==> src/verilog/atg_defs.svh <==
// register offsets, field positions and reset values of the ADC controller
`ifndef ATG_DEFS_SVH
`define ATG_DEFS_SVH

// register byte addresses; only the low address bits are decoded
`define ATG_ADDR_MASK    32'h000000fc
`define ATG_OFF_TIMING   32'hbfe74000
`define ATG_OFF_SCTL     32'hbfe74004
`define ATG_OFF_CCTL     32'hbfe74008
`define ATG_OFF_XWIN     32'hbfe74010
`define ATG_OFF_YWIN     32'hbfe74014
`define ATG_OFF_GWIN     32'hbfe74018
`define ATG_OFF_COORD    32'hbfe74020
`define ATG_OFF_SRES_HI  32'hbfe74020
`define ATG_OFF_SRES_LO  32'hbfe74024
`define ATG_OFF_CRES     32'hbfe74028
`define ATG_OFF_SETTLE   32'hbfe7402c
`define ATG_OFF_IRQ      32'hbfe74030

// reset values
`define ATG_RST_TIMING   32'h00400010
`define ATG_RST_WIN      32'h03ff0000
`define ATG_RST_GWIN     32'h03f0000f
`define ATG_RST_SETTLE   20'h00640

// field positions
`define ATG_DIV_HI       31
`define ATG_DIV_LO       20
`define ATG_GAP_HI       19
`define ATG_HI_HI        25
`define ATG_HI_LO        16
`define ATG_LO_HI        9
`define ATG_S_HALT       6
`define ATG_S_SRST       5
`define ATG_S_START      4
`define ATG_C_RUN        7
`define ATG_C_TOUCH      6
`define ATG_C_FIVE       5
`define ATG_C_GUARD      4
`define ATG_I_EMPTY      9
`define ATG_BUSY         31

// bus answers
`define ATG_RESP_OKAY    2'b00
`define ATG_RESP_SLVERR  2'b10

`endif

==> src/verilog/atg_pkg.sv <==
// types shared by the ADC controller
package atg_pkg;

	// conversion sequencer states
	typedef enum logic [1:0] {
		SEQ_IDLE,
		SEQ_START,
		SEQ_WAIT
	} atg_seq_e;

	// drive towards the converter macro
	typedef struct packed {
		logic       clk;
		logic       power;
		logic       start;
		logic [1:0] chan;
	} atg_conv_req_s;

endpackage

==> src/verilog/atg_controller.sv <==
// ADC controller: AXI4-Lite registers, conversion sequencer, touch, guard
`timescale 1ns/100ps
`default_nettype none
`include "atg_defs.svh"

// Functional notes
// - conversion clock is system clock divided by timing[31:20].
// - continuous rounds are spaced by timing[19:0] conversion clock ticks.
// - halt bit stops all conversions and powers the converter off.
// - writing soft-reset resets the controller; bit clears itself.
// - writing start begins single conversion; start bit clears itself.
// - busy sets on start write, clears after all single conversions.
// - four-bit single channel mask; several bits scan all chosen channels.
// - continuous runs until cleared; software stops it before changing channels.
// - touch_panel_on selects touch mode; five_wire_select picks five wire.
// - guard on: flag results above upper or below lower bound.
// - touch press judged by X and Y min/max windows.
// - coordinates register holds X high field, Y low field.
// - single results: ch0/ch1 low/high of one word, ch2/ch3 of other.
// - continuous results packed two per word, ascending channel order; an odd last result goes alone.
// - continuous results go to DMA; touch coordinates do not.
// - each new result overwrites coordinates and continuous result.
// - singles may be inserted on unused channels during continuous.
// - press and release latch touch_down and touch_up flags.
// - the five status flags clear when software writes one.
// - four enables mask full, guard, release and press interrupts.
// - touch press/release accepted after settle_count delay, reset 0x640.
// - read-only fifo_empty shows the continuous buffer is empty.
// - overrunning single insertion postpones the next continuous round.
module atg_controller (
	input  wire logic                 aclk,
	input  wire logic                 aresetn,
	input  wire logic [31:0]          s_axi_awaddr,
	input  wire logic                 s_axi_awvalid,
	output logic                      s_axi_awready,
	input  wire logic [31:0]          s_axi_wdata,
	input  wire logic [3:0]           s_axi_wstrb,
	input  wire logic                 s_axi_wvalid,
	output logic                      s_axi_wready,
	output logic [1:0]                s_axi_bresp,
	output logic                      s_axi_bvalid,
	input  wire logic                 s_axi_bready,
	input  wire logic [31:0]          s_axi_araddr,
	input  wire logic                 s_axi_arvalid,
	output logic                      s_axi_arready,
	output logic [31:0]               s_axi_rdata,
	output logic [1:0]                s_axi_rresp,
	output logic                      s_axi_rvalid,
	input  wire logic                 s_axi_rready,
	output var atg_pkg::atg_conv_req_s conv_req,
	input  wire logic                 conv_done,
	input  wire logic [9:0]           conv_data,
	output logic [31:0]               dma_data,
	output logic                      dma_valid,
	input  wire logic                 dma_ready,
	output logic                      irq
);

	//--------------------------------------------------------------
	// declarations
	//--------------------------------------------------------------
	logic        soft_q, rst;
	logic        aw_have, w_have, wr_do;
	logic [31:0] aw_addr_q, w_data_q, rd_val;
	logic [3:0]  w_strb_q;
	logic        rd_ok;
	logic [31:0] timing, xwin, ywin, gwin, wr_merged;
	logic        halt, start_q;
	logic [3:0]  smask;
	logic [7:0]  cctl;
	logic [19:0] settle;
	logic [3:0]  irq_en;
	logic [4:0]  flags, flag_set, flag_clr;
	logic [11:0] div_cnt;
	logic        tick;
	logic [19:0] gap_cnt;
	logic        due, due_take;
	atg_pkg::atg_seq_e state;
	logic [3:0]  s_pend, c_left, round_mask, start_set;
	logic        job_cont, single_busy;
	logic [2:0]  done_s;
	logic        done_lvl, done_prev, cap, round_end;
	logic [9:0]  sres [4];
	logic [9:0]  pack_lo, x_axis, y_axis;
	logic        half;
	logic [31:0] cres;
	logic        raw_touch, pressed;
	logic [19:0] settle_cnt;

	// register addressing helpers, used by both the read and the write decode
	function automatic logic hit(input logic [31:0] a, input logic [31:0] o);
		return (a & `ATG_ADDR_MASK) == (o & `ATG_ADDR_MASK);
	endfunction

	// lowest set channel of a mask
	function automatic logic [1:0] low_chan(input logic [3:0] m);
		logic [1:0] c;
		c = 2'h0;
		for (int i = 3; i >= 0; i--) begin
			if (m[i]) begin
				c = 2'(i);
			end
		end
		return c;
	endfunction

	//--------------------------------------------------------------
	// soft reset and AXI4-Lite slave
	//--------------------------------------------------------------
	// bus handshake survives soft reset so the pending answer still arrives
	assign rst = !aresetn || soft_q;

	// write: address and data taken in any order, response after both
	always_ff @(posedge aclk) begin
		if (!aresetn) begin
			s_axi_awready <= 1'b1;
			s_axi_wready  <= 1'b1;
			s_axi_bvalid  <= 1'b0;
			s_axi_bresp   <= `ATG_RESP_OKAY;
			aw_have       <= 1'b0;
			w_have        <= 1'b0;
			aw_addr_q     <= 32'h00000000;
			w_data_q      <= 32'h00000000;
			w_strb_q      <= 4'h0;
		end else begin
			if (s_axi_awvalid && s_axi_awready) begin
				aw_have       <= 1'b1;
				s_axi_awready <= 1'b0;
				aw_addr_q     <= s_axi_awaddr;
			end
			if (s_axi_wvalid && s_axi_wready) begin
				w_have       <= 1'b1;
				s_axi_wready <= 1'b0;
				w_data_q     <= s_axi_wdata;
				w_strb_q     <= s_axi_wstrb;
			end
			if (wr_do) begin
				aw_have      <= 1'b0;
				w_have       <= 1'b0;
				s_axi_bvalid <= 1'b1;
				s_axi_bresp  <= rd_ok_w(aw_addr_q) ? `ATG_RESP_OKAY
				                                   : `ATG_RESP_SLVERR;
			end
			if (s_axi_bvalid && s_axi_bready) begin
				s_axi_bvalid  <= 1'b0;
				s_axi_awready <= 1'b1;
				s_axi_wready  <= 1'b1;
			end
		end
	end
	assign wr_do = aw_have && w_have && !s_axi_bvalid;

	// writable or readable offsets answer OKAY, the rest SLVERR
	function automatic logic rd_ok_w(input logic [31:0] a);
		return hit(a, `ATG_OFF_TIMING) || hit(a, `ATG_OFF_SCTL)
		    || hit(a, `ATG_OFF_CCTL) || hit(a, `ATG_OFF_XWIN)
		    || hit(a, `ATG_OFF_YWIN) || hit(a, `ATG_OFF_GWIN)
		    || hit(a, `ATG_OFF_SRES_HI) || hit(a, `ATG_OFF_SRES_LO)
		    || hit(a, `ATG_OFF_CRES) || hit(a, `ATG_OFF_SETTLE)
		    || hit(a, `ATG_OFF_IRQ);
	endfunction

	// read: one cycle from address to data
	always_ff @(posedge aclk) begin
		if (!aresetn) begin
			s_axi_arready <= 1'b1;
			s_axi_rvalid  <= 1'b0;
			s_axi_rdata   <= 32'h00000000;
			s_axi_rresp   <= `ATG_RESP_OKAY;
		end else begin
			if (s_axi_arvalid && s_axi_arready) begin
				s_axi_arready <= 1'b0;
				s_axi_rvalid  <= 1'b1;
				s_axi_rdata   <= rd_val;
				s_axi_rresp   <= rd_ok ? `ATG_RESP_OKAY : `ATG_RESP_SLVERR;
			end
			if (s_axi_rvalid && s_axi_rready) begin
				s_axi_rvalid  <= 1'b0;
				s_axi_arready <= 1'b1;
			end
		end
	end

	// read mux; the shared offset shows coordinates only in touch mode
	always_comb begin
		rd_val = 32'h00000000;
		rd_ok  = rd_ok_w(s_axi_araddr);
		if (hit(s_axi_araddr, `ATG_OFF_TIMING))
			rd_val = timing;
		if (hit(s_axi_araddr, `ATG_OFF_SCTL))
			rd_val = {25'h0000000, halt, soft_q, start_q, smask};
		if (hit(s_axi_araddr, `ATG_OFF_CCTL))
			rd_val = {24'h000000, cctl};
		if (hit(s_axi_araddr, `ATG_OFF_XWIN))
			rd_val = xwin;
		if (hit(s_axi_araddr, `ATG_OFF_YWIN))
			rd_val = ywin;
		if (hit(s_axi_araddr, `ATG_OFF_GWIN))
			rd_val = gwin;
		if (hit(s_axi_araddr, `ATG_OFF_SRES_HI))
			rd_val = cctl[`ATG_C_TOUCH]
			       ? {6'h00, x_axis, 6'h00, y_axis}
			       : {single_busy, 5'h00, sres[3], 6'h00, sres[2]};
		if (hit(s_axi_araddr, `ATG_OFF_SRES_LO))
			rd_val = {single_busy, 5'h00, sres[1], 6'h00, sres[0]};
		if (hit(s_axi_araddr, `ATG_OFF_CRES))
			rd_val = cres;
		if (hit(s_axi_araddr, `ATG_OFF_SETTLE))
			rd_val = {12'h000, settle};
		if (hit(s_axi_araddr, `ATG_OFF_IRQ))
			rd_val = {22'h000000, !dma_valid, irq_en, flags};
	end

	//--------------------------------------------------------------
	// register file
	//--------------------------------------------------------------
	// byte lanes of the stored word replaced by the strobed write data
	always_comb begin
		wr_merged = 32'h00000000;
		for (int b = 0; b < 4; b++) begin
			wr_merged[b*8 +: 8] = w_strb_q[b] ? w_data_q[b*8 +: 8]
			                                  : 8'h00;
		end
	end

	// control registers; start and soft reset are one-cycle pulses
	always_ff @(posedge aclk) begin
		if (rst) begin
			timing  <= `ATG_RST_TIMING;
			halt    <= 1'b0;
			start_q <= 1'b0;
			smask   <= 4'h0;
			cctl    <= 8'h00;
			xwin    <= `ATG_RST_WIN;
			ywin    <= `ATG_RST_WIN;
			gwin    <= `ATG_RST_GWIN;
			settle  <= `ATG_RST_SETTLE;
			irq_en  <= 4'h0;
		end else begin
			start_q <= 1'b0;
			if (wr_do && w_strb_q[0] && hit(aw_addr_q, `ATG_OFF_SCTL)) begin
				halt    <= w_data_q[`ATG_S_HALT];
				start_q <= w_data_q[`ATG_S_START];
				smask   <= w_data_q[3:0];
			end
			if (wr_do && w_strb_q[0] && hit(aw_addr_q, `ATG_OFF_CCTL))
				cctl <= w_data_q[7:0];
			if (wr_do && hit(aw_addr_q, `ATG_OFF_TIMING))
				timing <= (timing & ~mask_of(w_strb_q)) | wr_merged;
			if (wr_do && hit(aw_addr_q, `ATG_OFF_XWIN))
				xwin <= ((xwin & ~mask_of(w_strb_q)) | wr_merged)
				        & 32'h03ff03ff;
			if (wr_do && hit(aw_addr_q, `ATG_OFF_YWIN))
				ywin <= ((ywin & ~mask_of(w_strb_q)) | wr_merged)
				        & 32'h03ff03ff;
			if (wr_do && hit(aw_addr_q, `ATG_OFF_GWIN))
				gwin <= ((gwin & ~mask_of(w_strb_q)) | wr_merged)
				        & 32'h03ff03ff;
			if (wr_do && hit(aw_addr_q, `ATG_OFF_SETTLE))
				settle <= 20'((({12'h000, settle} & ~mask_of(w_strb_q))
				              | wr_merged));
			if (wr_do && w_strb_q[1] && hit(aw_addr_q, `ATG_OFF_IRQ))
				irq_en[3] <= w_data_q[8];
			if (wr_do && w_strb_q[0] && hit(aw_addr_q, `ATG_OFF_IRQ))
				irq_en[2:0] <= w_data_q[7:5];
		end
	end

	function automatic logic [31:0] mask_of(input logic [3:0] s);
		return {{8{s[3]}}, {8{s[2]}}, {8{s[1]}}, {8{s[0]}}};
	endfunction

	// soft reset pulse, cleared by hardware on the next edge
	always_ff @(posedge aclk) begin
		if (!aresetn)
			soft_q <= 1'b0;
		else
			soft_q <= !soft_q && wr_do && w_strb_q[0]
			          && hit(aw_addr_q, `ATG_OFF_SCTL)
			          && w_data_q[`ATG_S_SRST];
	end

	//--------------------------------------------------------------
	// conversion clock and continuous interval
	//--------------------------------------------------------------
	// divisor of zero or one gives a tick every system clock
	assign tick = 12'(div_cnt + 12'h001) >= timing[`ATG_DIV_HI:`ATG_DIV_LO];

	always_ff @(posedge aclk) begin
		if (rst)
			div_cnt <= 12'h000;
		else
			div_cnt <= tick ? 12'h000 : 12'(div_cnt + 12'h001);
	end

	// a round due while singles run stays due, so it is late, never lost
	always_ff @(posedge aclk) begin
		if (rst || halt || !cctl[`ATG_C_RUN]) begin
			gap_cnt <= 20'h00000;
			due     <= 1'b0;
		end else if (due_take) begin
			due <= 1'b0;
		end else if (!due && tick) begin
			if (gap_cnt >= timing[`ATG_GAP_HI:0]) begin
				gap_cnt <= 20'h00000;
				due     <= 1'b1;
			end else begin
				gap_cnt <= 20'(gap_cnt + 20'h00001);
			end
		end
	end

	//--------------------------------------------------------------
	// converter sequencer
	//--------------------------------------------------------------
	// touch rounds read X on channel 0, Y on channel 1 or on channel 2
	assign round_mask = !cctl[`ATG_C_TOUCH] ? cctl[3:0]
	                  : cctl[`ATG_C_FIVE] ? 4'h5 : 4'h3;
	assign due_take   = state == atg_pkg::SEQ_IDLE && c_left == 4'h0
	                  && s_pend == 4'h0 && due;
	assign start_set  = start_q ? smask : 4'h0;
	assign single_busy = s_pend != 4'h0
	                  || (state != atg_pkg::SEQ_IDLE && !job_cont);

	// continuous round first, then pending singles between rounds
	always_ff @(posedge aclk) begin
		if (rst || halt) begin
			state    <= atg_pkg::SEQ_IDLE;
			s_pend   <= 4'h0;
			c_left   <= 4'h0;
			job_cont <= 1'b0;
			conv_req <= '0;
		end else begin
			conv_req.power <= 1'b1;
			conv_req.clk   <= tick;
			conv_req.start <= 1'b0;
			s_pend <= s_pend | start_set;
			case (state)
				atg_pkg::SEQ_IDLE: begin
					if (c_left != 4'h0) begin
						conv_req.chan <= low_chan(c_left);
						c_left[low_chan(c_left)] <= 1'b0;
						job_cont <= 1'b1;
						state    <= atg_pkg::SEQ_START;
					end else if (s_pend != 4'h0) begin
						conv_req.chan <= low_chan(s_pend);
						s_pend   <= (s_pend | start_set)
						            & ~(4'h1 << low_chan(s_pend));
						job_cont <= 1'b0;
						state    <= atg_pkg::SEQ_START;
					end else if (due_take) begin
						c_left <= round_mask;
					end
				end
				atg_pkg::SEQ_START: begin
					if (tick) begin
						conv_req.start <= 1'b1;
						state          <= atg_pkg::SEQ_WAIT;
					end
				end
				atg_pkg::SEQ_WAIT: begin
					if (cap)
						state <= atg_pkg::SEQ_IDLE;
				end
				default: state <= atg_pkg::SEQ_IDLE;
			endcase
			if (!cctl[`ATG_C_RUN])
				c_left <= 4'h0;
		end
		if (!rst && halt)
			conv_req.clk <= tick;
	end

	// done crosses three flops; a level counts once stages two and three agree
	always_ff @(posedge aclk) begin
		if (rst) begin
			done_s    <= 3'h0;
			done_lvl  <= 1'b0;
			done_prev <= 1'b0;
		end else begin
			done_s    <= {done_s[1:0], conv_done};
			done_prev <= done_lvl;
			if (done_s[1] == done_s[2])
				done_lvl <= done_s[2];
		end
	end
	// the macro holds its data stable while done is high
	assign cap       = state == atg_pkg::SEQ_WAIT && done_lvl && !done_prev;
	assign round_end = cap && job_cont && c_left == 4'h0;

	//--------------------------------------------------------------
	// result capture, packing and DMA word
	//--------------------------------------------------------------
	always_ff @(posedge aclk) begin
		if (rst) begin
			for (int i = 0; i < 4; i++)
				sres[i] <= 10'h000;
			pack_lo   <= 10'h000;
			half      <= 1'b0;
			cres      <= 32'h00000000;
			dma_data  <= 32'h00000000;
			dma_valid <= 1'b0;
			x_axis    <= 10'h000;
			y_axis    <= 10'h000;
			raw_touch <= 1'b0;
		end else begin
			if (dma_valid && dma_ready)
				dma_valid <= 1'b0;
			if (due_take)
				half <= 1'b0;
			if (cap && !job_cont)
				sres[conv_req.chan] <= conv_data;
			if (cap && job_cont && cctl[`ATG_C_TOUCH]) begin
				if (conv_req.chan == 2'h0)
					x_axis <= conv_data;
				else
					y_axis <= conv_data;
			end
			// touch rounds update coordinates and the raw touch state, never the DMA word
			if (round_end && cctl[`ATG_C_TOUCH])
				raw_touch <= in_win(x_axis_n(), xwin)
				             && in_win(y_axis_n(), ywin);
			if (cap && job_cont && !cctl[`ATG_C_TOUCH]) begin
				if (half || c_left == 4'h0) begin
					cres      <= half ? {6'h00, conv_data, 6'h00, pack_lo}
					                  : {22'h000000, conv_data};
					dma_data  <= half ? {6'h00, conv_data, 6'h00, pack_lo}
					                  : {22'h000000, conv_data};
					dma_valid <= 1'b1;
					half      <= 1'b0;
				end else begin
					pack_lo <= conv_data;
					half    <= 1'b1;
				end
			end
		end
	end

	// coordinate as it stands after this capture
	function automatic logic [9:0] x_axis_n();
		return conv_req.chan == 2'h0 ? conv_data : x_axis;
	endfunction
	function automatic logic [9:0] y_axis_n();
		return conv_req.chan == 2'h0 ? y_axis : conv_data;
	endfunction
	function automatic logic in_win(input logic [9:0] v,
	                                input logic [31:0] w);
		return v >= w[`ATG_LO_HI:0] && v <= w[`ATG_HI_HI:`ATG_HI_LO];
	endfunction

	//--------------------------------------------------------------
	// touch debounce and status flags
	//--------------------------------------------------------------
	// a changed touch state must hold settle system clocks to be accepted
	always_ff @(posedge aclk) begin
		if (rst) begin
			pressed    <= 1'b0;
			settle_cnt <= 20'h00000;
		end else if (raw_touch == pressed) begin
			settle_cnt <= 20'h00000;
		end else if (settle_cnt >= settle) begin
			pressed    <= raw_touch;
			settle_cnt <= 20'h00000;
		end else begin
			settle_cnt <= 20'(settle_cnt + 20'h00001);
		end
	end

	// flags: full, over, under, up, down
	always_comb begin
		flag_set    = 5'h00;
		flag_set[4] = cap && job_cont && !cctl[`ATG_C_TOUCH]
		              && (half || c_left == 4'h0)
		              && dma_valid && !dma_ready;
		flag_set[3] = cap && cctl[`ATG_C_GUARD]
		              && conv_data > gwin[`ATG_HI_HI:`ATG_HI_LO];
		flag_set[2] = cap && cctl[`ATG_C_GUARD]
		              && conv_data < gwin[`ATG_LO_HI:0];
		flag_set[1] = pressed && raw_touch == 1'b0
		              && settle_cnt >= settle;
		flag_set[0] = !pressed && raw_touch && settle_cnt >= settle;
		flag_clr    = (wr_do && w_strb_q[0] && hit(aw_addr_q, `ATG_OFF_IRQ))
		              ? w_data_q[4:0] : 5'h00;
	end

	// a set in the cycle of its clear wins
	always_ff @(posedge aclk) begin
		if (rst) begin
			flags <= 5'h00;
			irq   <= 1'b0;
		end else begin
			flags <= (flags & ~flag_clr) | flag_set;
			irq   <= |(flags & {irq_en[3], irq_en[2], irq_en[2],
			                    irq_en[1], irq_en[0]});
		end
	end

	//--------------------------------------------------------------
	// assertions
	//--------------------------------------------------------------
	a_halt_no_start: assert property (@(posedge aclk)
		disable iff (rst) halt |=> !conv_req.start && !conv_req.power)
		else $error("conversion started while halted");
	a_soft_clears: assert property (@(posedge aclk)
		disable iff (!aresetn) soft_q |=> !soft_q)
		else $error("soft reset bit stuck");
	a_start_pulse: assert property (@(posedge aclk)
		disable iff (rst) start_q |=> !start_q)
		else $error("start bit not cleared");
	a_busy_on_start: assert property (@(posedge aclk)
		disable iff (rst) start_q && smask != 4'h0 && !halt
		|=> single_busy)
		else $error("busy not set after start");
	a_start_on_tick: assert property (@(posedge aclk)
		disable iff (rst) conv_req.start |-> $past(tick))
		else $error("start not aligned to conversion clock");
	a_guard_over: assert property (@(posedge aclk)
		disable iff (rst) cap && cctl[`ATG_C_GUARD]
		&& conv_data > gwin[25:16] |=> flags[3])
		else $error("guard over flag missed");
	a_dma_hold: assert property (@(posedge aclk)
		disable iff (rst) dma_valid && !dma_ready && !cap
		|=> dma_valid && $stable(dma_data))
		else $error("dma word dropped");
	// software may clear the flag one cycle after it sets, so only the set
	a_full_flag: assert property (@(posedge aclk)
		disable iff (rst) flag_set[4] |=> flags[4])
		else $error("fifo full flag not set");
	a_irq_masked: assert property (@(posedge aclk)
		disable iff (rst) irq_en == 4'h0 ##1 irq_en == 4'h0 |-> !irq)
		else $error("masked interrupt raised");

endmodule // atg_controller
`default_nettype wire

==> config.mk <==
export PLATFORM = sky130hd
export DESIGN_NAME = atg_controller
export DESIGN_NICKNAME = d
export VERILOG_FILES = /design/src/verilog/atg_pkg.sv /design/src/verilog/atg_controller.sv
export VERILOG_INCLUDE_DIRS = /design/src /design/src/verilog
export SDC_FILE = /design/constraint.sdc
export NUM_CORES = 1
export LEC_CHECK = 0
export BUFFER_PORTS_ARGS = -buffer_cell sky130_fd_sc_hd__buf_4
export CORE_ASPECT_RATIO = 1.4
export CORE_MARGIN = 2
export CORE_UTILIZATION = 30
export CTS_CLUSTER_SIZE = 25
export DETAILED_ROUTE_END_ITERATION = 6
export SETUP_SLACK_MARGIN = 0.2
export SKIP_LAST_GASP = 1
export SYNTH_ARGS = -nofsm -noshare
export SYNTH_HDL_FRONTEND = slang
export SYNTH_SLANG_ARGS = --single-unit
==> constraint.sdc <==
create_clock -name aclk -period 3.8 [get_ports aclk]
set_clock_uncertainty 0.2 [all_clocks]
set_input_delay 0.38 -clock aclk [delete_from_list [all_inputs] [get_ports aclk]]
set_output_delay 0.38 -clock aclk [all_outputs]
set_load 0.05 [all_outputs]
==> impl_results.md, run 1 <==
- Syn Inst Count: roughly 2300
- Synth top area share: between 30% and 40%
- Core ar.: 0.0631 mm^2
- Largest net degree at the start of global routing: 159
- Relative slew margins: about 15%
- Pwr Total: 9.38 mW
- Ys async rst share: 0%
- Largest cells by area after synthesis: dfxtp_1 36%, ha_1 7.6%, edfxtp_1 6.3%
- Combinational Power Share: 8.2%
- Drt wl/cell: between 20 and 25 um
- Reg clk slew, reported paths: around 60 ps
- Filler Cell Count: 6422
- Hold Path Class: primary input to flop
- Post-synthesis sequential area ratio: between 40% and 50%
- Initial antenna violation count: 0
- FP Rows: between 100 and 150
- Net Sw Power: roughly 2.4 mW
- CP Capture Type: flop
- CTS tree: yes
- Yosys top cell by area: dfxtp_1
- GRT overflow: 0
- Overall routing resource usage: 20.0%
- # diodes: 0
- EDFF count, synth: 40
- Root buf cell: clkbuf_16
- Setup crit start kind: flop
- Commonest non-fill, non-tap cell in the layout: dfxtp_1
- Final worst slack: approximately 470 ps
- Final WL: between 60000 and 70000 um
- FF+latch count, synth: between 300 and 400
- Number of buffers added on ports: 132
- Mux contribution to synthesized area: under 10%
- DR vias: 17500
- Final Hold Fails: 0
- CTS Buf Count: between 40 and 50
- Post-synthesis simple-gate area fraction: between 15 and 20%
- Slew Viols, Final: 0
- Final period util: 87.7%
- Fmax: 0.300 GHz
- Layout cells sized above 1: between 10% and 20%
- # H-tree levels: 2
- Gpl congestion: 0.935
- Syn_area_per_cell: approximately 8.4 um^2
- Clock share of power: a little under half
- TritonRoute pass-1 iters: 5
- Die area: 0.0660 mm^2
- Top Ports: between 150 and 200
- Worst vdd ir: around 380 uV
- Worst EP required: 4120 ps
- Net Sw Frac: 25.2%
- MaxCap Viol Count: 0
- Actual slew at the worst max-slew pin: ~1300 ps
- Max clock buf depth: 3
- Remaining DRCs: 0
- CP Class: flop to flop
- Commonest non-fill, non-tap cells in the layout: 348 x dfxtp_1, 303 x nand2_1, 230 x a21oi_1
- Sequential power share: 45.8%
- XOR/XNOR Fraction of Synth Area: between 1 and 1.5%
- Clock tree sinks: 388
- Internal Pwr Total: ~7 mW
- Status: complete, no violations
- Syn. warnings: 0
- Die W: approximately 220 um
- Vias/cell: about 5.3
- Global-route wire length before repair: roughly 100000 um
- Yosys cell types: 71
- Starting DRT DRC Count: approximately 1300
- Clock latency on the worst-skew pair: 580 ps
- Min cycle time layout: 3330 ps
- Post-DP HPWL: about 50000 um
- CTS hold repair buffers: between 60 and 70
- Setup violations, final: 0
- Main synth FF type: dfxtp_1
- Main combinational cell family by area after synthesis: simple AND/OR/NAND/NOR gates
- Lkg Pwr: around 9.5 nW
- Crit-path max FO: 8
- Setup TNS: 0 ps
- Arr. time, crit path: ~3700 ps
- Initial Util: a little under a third
- DP Worst Slack: between 400 and 500 ps
- Vias in the first global route: around 17000
- P&R area growth vs syn: 20.8%
- Post-CTS Setup Bufs: 0
- Post-CTS sizing: 0
- Post-synthesis compound-gate area fraction: between 15 and 20%
- Die Y-Extent: a little over 300 um
- Adder-cell share of the synthesized area: under 10%
- Mapped cell area: 0.0192 mm^2
- Routed Antenna Nets: 0
- RSZ-0062 raised after global routing: false
- NumNets Final: ~2700
- Power per cell area: around 400 mW/mm^2
-- worst paths after layout --
kind | startpoint | to | slack, ps | cells after the start
setup / recovery | div_cnt[0]$_SDFF_PP0_ | gap_cnt[14]$_SDFFE_PP0P_ | 470 | 16
hold / removal | s_axi_araddr[6] | s_axi_rresp[1]$_SDFFE_PN0P_ | 60 | 3
hold reg to reg | done_s[0]$_SDFF_PP0_ | done_s[1]$_SDFF_PP0_ | 230 | 1
setup reg to reg | div_cnt[0]$_SDFF_PP0_ | gap_cnt[14]$_SDFFE_PP0P_ | 470 | 16
-- per-layer routing --
metal	vias up	track usage [%]	part of all wire (%)
li1	8323	-	-
met1	8422	24.5	41
met4	0	10.8	5.2
met3	148	2.15	5.3
met5	-	0	0
met2	583	34.5	48
-- power groups by stage --
stage	sequential, mW	combinational [mW]	clock [mW]
detailed placement	4.38	0.707	0
global route	4.30	0.833	4.53
CTS	4.29	0.767	4.39
floorplan	4.39	0.385	0
finish	4.29	0.766	4.32
global placement	4.38	0.691	0
-- metrics by stage --
stage	cell area [um^2]	instances	hold WS, ps	util (%)
floorplan	19200	2306	206	-
global placement	21000	3171	214	33.3
detailed placement	21000	3171	219	33.3
CTS	23200	3317	42.8	36.7
global route	23200	3317	96.2	36.7
finish	23200	3317	62.9	36.7
-- synthesized netlist by cell type (26+ instances only) --
| cell | number |
|---|---|
| nand3_1 | 159 |
| ha_1 | 116 |
| dfxtp_1 | 348 |
| a21o_1 | 31 |
| a21oi_1 | 230 |
| clkbuf_1 | 110 |
| edfxtp_1 | 40 |
| o21ai_0 | 76 |
| nor3_1 | 26 |
| nand2_1 | 303 |
| inv_1 | 145 |
| mux2i_1 | 92 |
| nor2_1 | 215 |
-- critical path: stages, from the launching register on --
cell,delay (ps)
dfxtp_1,400
ha_1,230
nand2_1,60
or2_2,290
inv_1,80
and3_1,170
xor2_1,70
ha_1,290
nand2_1,50
o21a_1,210
nor2b_1,140
a221oi_2,230
buf_4,190
nand3_1,150
nor2_1,170
buf_4,190
a22o_1,150
-- layout make-up --
class | instances | area [um^2] | share of cell area, %
Timing Repair Buffer | 252 | 2080 | 8.96
Clock buffer | 57 | 1230 | 5.31
Tap cell | 832 | 1040 | 4.49
Multi-Input combinational cell | 1621 | 9890 | 42.7
Clock inverter | 20 | 214 | 0.923
Sequential cell | 388 | 8170 | 35.2
Inverter | 147 | 552 | 2.38
-- logic make-up after synthesis --
group,Yosys count
muxes,113
adders and majority gates,116
AOI/OAI and AO/OA,520
and+or+nand+nor,830
DFF,388
buffers and inverters,297
other,1
xor gates and xnor gates,28
(Power assumes the default switching activity.)
==> inputs of run 2 (changes only) <==
--- a/config.mk
+++ b/config.mk
@@ -6,7 +6,7 @@
 export SDC_FILE = /design/constraint.sdc
 export NUM_CORES = 1
 export LEC_CHECK = 0
-export BUFFER_PORTS_ARGS = -buffer_cell sky130_fd_sc_hd__buf_4
+export BUFFER_PORTS_ARGS = -buffer_cell sky130_fd_sc_hd__buf_2
 export CORE_ASPECT_RATIO = 1.4
 export CORE_MARGIN = 2
 export CORE_UTILIZATION = 30
==> impl_results.md, run 2 (same netlist as run 1, synthesis figures left out) <==
- NumNets Final: 2680 (-0.26%)
- Hold Path Class: primary input to flop
- P&R area growth vs syn: 18.3%
- CTS tree: yes
- Root buf cell: clkbuf_16
- Reg2reg setup slack: 510 ps (+50 ps)
- Final WL: 65800 um (-1.7%)
- Drt wl/cell: 19.9 um (-1.4%)
- Slew Viols, Final: 0 (unchanged)
- Overall routing resource usage: 19.7% (-0.30 points)
- Lkg Pwr: 9.35 nW (-1.1%)
- Die Y-Extent: 303 um (unchanged)
- Min cycle time layout: 3290 ps (-46.6 ps)
- Crit path cell chain: ha_2 -> nand2_1 -> or2_2 -> inv_1 -> and3_1 -> xor2_1 -> ha_1 -> nand2_1 -> o21a_1 -> nor2b_1 -> a221oi_2 -> buf_4 -> nor2_2 -> buf_4 -> a21o_1 -> a22o_1
- Final period util: 86.5% (-1.2 points)
- Remaining DRCs: 0 (unchanged)
- FF-to-FF Start: div_cnt[0]$_SDFF_PP0_
- Die W: 218 um (unchanged)
- Clock tree sinks: 388 (unchanged)
- MaxCap Viol Count: 0 (unchanged)
- Routed Antenna Nets: 0 (unchanged)
- CTS Buf Count: 40 (-4.8%)
- Vias/cell: 5.18 (-1.8%)
- Worst path max stage delay: 400 ps (about the same)
- Core ar.: 0.0631 mm^2 (unchanged)
- Post-CTS Setup Bufs: 0 (unchanged)
- TritonRoute pass-1 iters: 6 (+1)
- Initial Util: 30.4% (unchanged)
- Final Hold Fails: 0 (unchanged)
- Worst Setup EP: gap_cnt[15]$_SDFFE_PP0P_
- Slowest CP cell: dfxtp_1
- R2r worst-path depth: 16 (unchanged)
- RSZ-0062 raised after global routing: false
- Actual slew at the worst max-slew pin: 1210 ps (-59.4 ps)
- Worst EP required: 4070 ps (-50 ps)
- Max clock buf depth: 3 (unchanged)
- # diodes: 0 (unchanged)
- Top Ports: 199 (unchanged)
- DR vias: 17100 (-2.0%)
- Setup TNS: 0 ps (unchanged)
- Starting DRT DRC Count: 1402 (+7.7%)
- Initial antenna violation count: 1 (+1)
- Vias in the first global route: 16400 (-3.6%)
- GRT overflow: 0 (unchanged)
- Number of buffers added on ports: 132 (unchanged)
- Hold Startpoint: conv_data[5]
- Relative slew margins: 19.3% (+4.0 points)
- Setup crit start kind: flop
- Reg clk slew, reported paths: 70 ps (about the same)
- CP Capture Type: flop
- Power per cell area: 402 mW/mm^2 (-0.83%)
- Worst r2r dst: gap_cnt[15]$_SDFFE_PP0P_
- Worst vdd ir: 260 uV (-32%)
- Crit-path max FO: 9 (+1)
- Gpl congestion: 0.934 (about the same)
- Commonest non-fill, non-tap cells in the layout: 348 x dfxtp_1, 303 x nand2_1, 230 x a21oi_1
- Setup violations, final: 0 (unchanged)
- Clock latency on the worst-skew pair: 570 ps (about the same)
- CP Class: flop to flop
- Die area: 0.0660 mm^2 (unchanged)
- Post-DP HPWL: 47900 um (-2.1%)
- Largest net degree at the start of global routing: 159 (unchanged)
- FP Rows: 109 (unchanged)
- Commonest non-fill, non-tap cell in the layout: dfxtp_1
- Status: complete, no violations
- Layout cells sized above 1: 12.1% (+0.24 points)
- Fmax: 0.304 GHz (+1.4%)
- CP Launch Point: div_cnt[0]$_SDFF_PP0_
- Global-route wire length before repair: 99700 um (-1.6%)
- Pwr Total: 9.11 mW (-2.9%)
- Filler Cell Count: 6538 (+1.8%)
- # H-tree levels: 2 (unchanged)
- Arr. time, crit path: 3550 ps (-110 ps)
## run 2: layout make-up
type | instances | area, um^2 | share of cell area (%)
clock buffer | 59 | 1200 | 5.31
clock inverter | 14 | 140 | 0.618
inverter | 147 | 552 | 2.43
multi-input combinational | 1621 | 9890 | 43.6
sequential | 388 | 8170 | 36.0
tap | 832 | 1040 | 4.59
timing repair buffer | 247 | 1690 | 7.46
## run 2: what timing repair did
action                                 in CTS  in global routing
resized for setup                           0                  1
hold buffers                               57                  0
setup endpoints to repair                   0                  1
endpoints found under the hold margin      55                  0
## run 2: through the flow
step | cells | hold WS (ps) | worst slack [ps] | instance area (um^2) | util [%]
after floorplan | 2306 | 206 | 349 | 19200 | -
after global placement | 3178 | 210 | 512 | 20800 | 32.9
after detailed placement | 3178 | 216 | 493 | 20800 | 32.9
after CTS | 3308 | 5.76 | 488 | 22700 | 35.9
after global routing | 3308 | 53.1 | 220 | 22700 | 35.9
final | 3308 | 38.3 | 513 | 22700 | 35.9
## run 2: worst min-delay path by stage
| stage | end | cells after the start | slack [ps] |
|---|---|---|---|
| after floorplan | done_s[1]$_SDFF_PP0_ | 1 | 210 |
| after global placement | done_s[1]$_SDFF_PP0_ | 1 | 210 |
| after detailed placement | done_s[1]$_SDFF_PP0_ | 1 | 220 |
| after CTS | aw_have$_SDFFE_PP0P_ | 3 | 6 |
| after global routing | pack_lo[0]$_SDFFE_PP0P_ | 3 | 50 |
| final | pack_lo[5]$_SDFFE_PP0P_ | 3 | 40 |
## run 2: critical path, delay by kind of cell, from the launching register on
kind | cells | cell delay, ps
compound gates | 4 | 790
simple gates | 6 | 750
buf+inv | 3 | 450
fa+ha+maj | 2 | 520
xor+xnor | 1 | 80
flops | 1 | 400
## run 2: layer usage
layer  global-route usage (%)  part of all wire, %
met1                     24.7                   42
met2                     33.8                   48
met3                     2.16                  5.4
met4                     9.39                  4.8
met5                        0                0.015
## run 2: power by group
group | switching, mW | internal (mW) | leakage (nW) | total [mW]
combinational | 0.499 | 0.231 | 5.46 | 0.730
sequential | 0.0867 | 4.20 | 3.23 | 4.29
clock | 1.74 | 2.35 | 0.661 | 4.09
total | 2.33 | 6.78 | 9.35 | 9.11
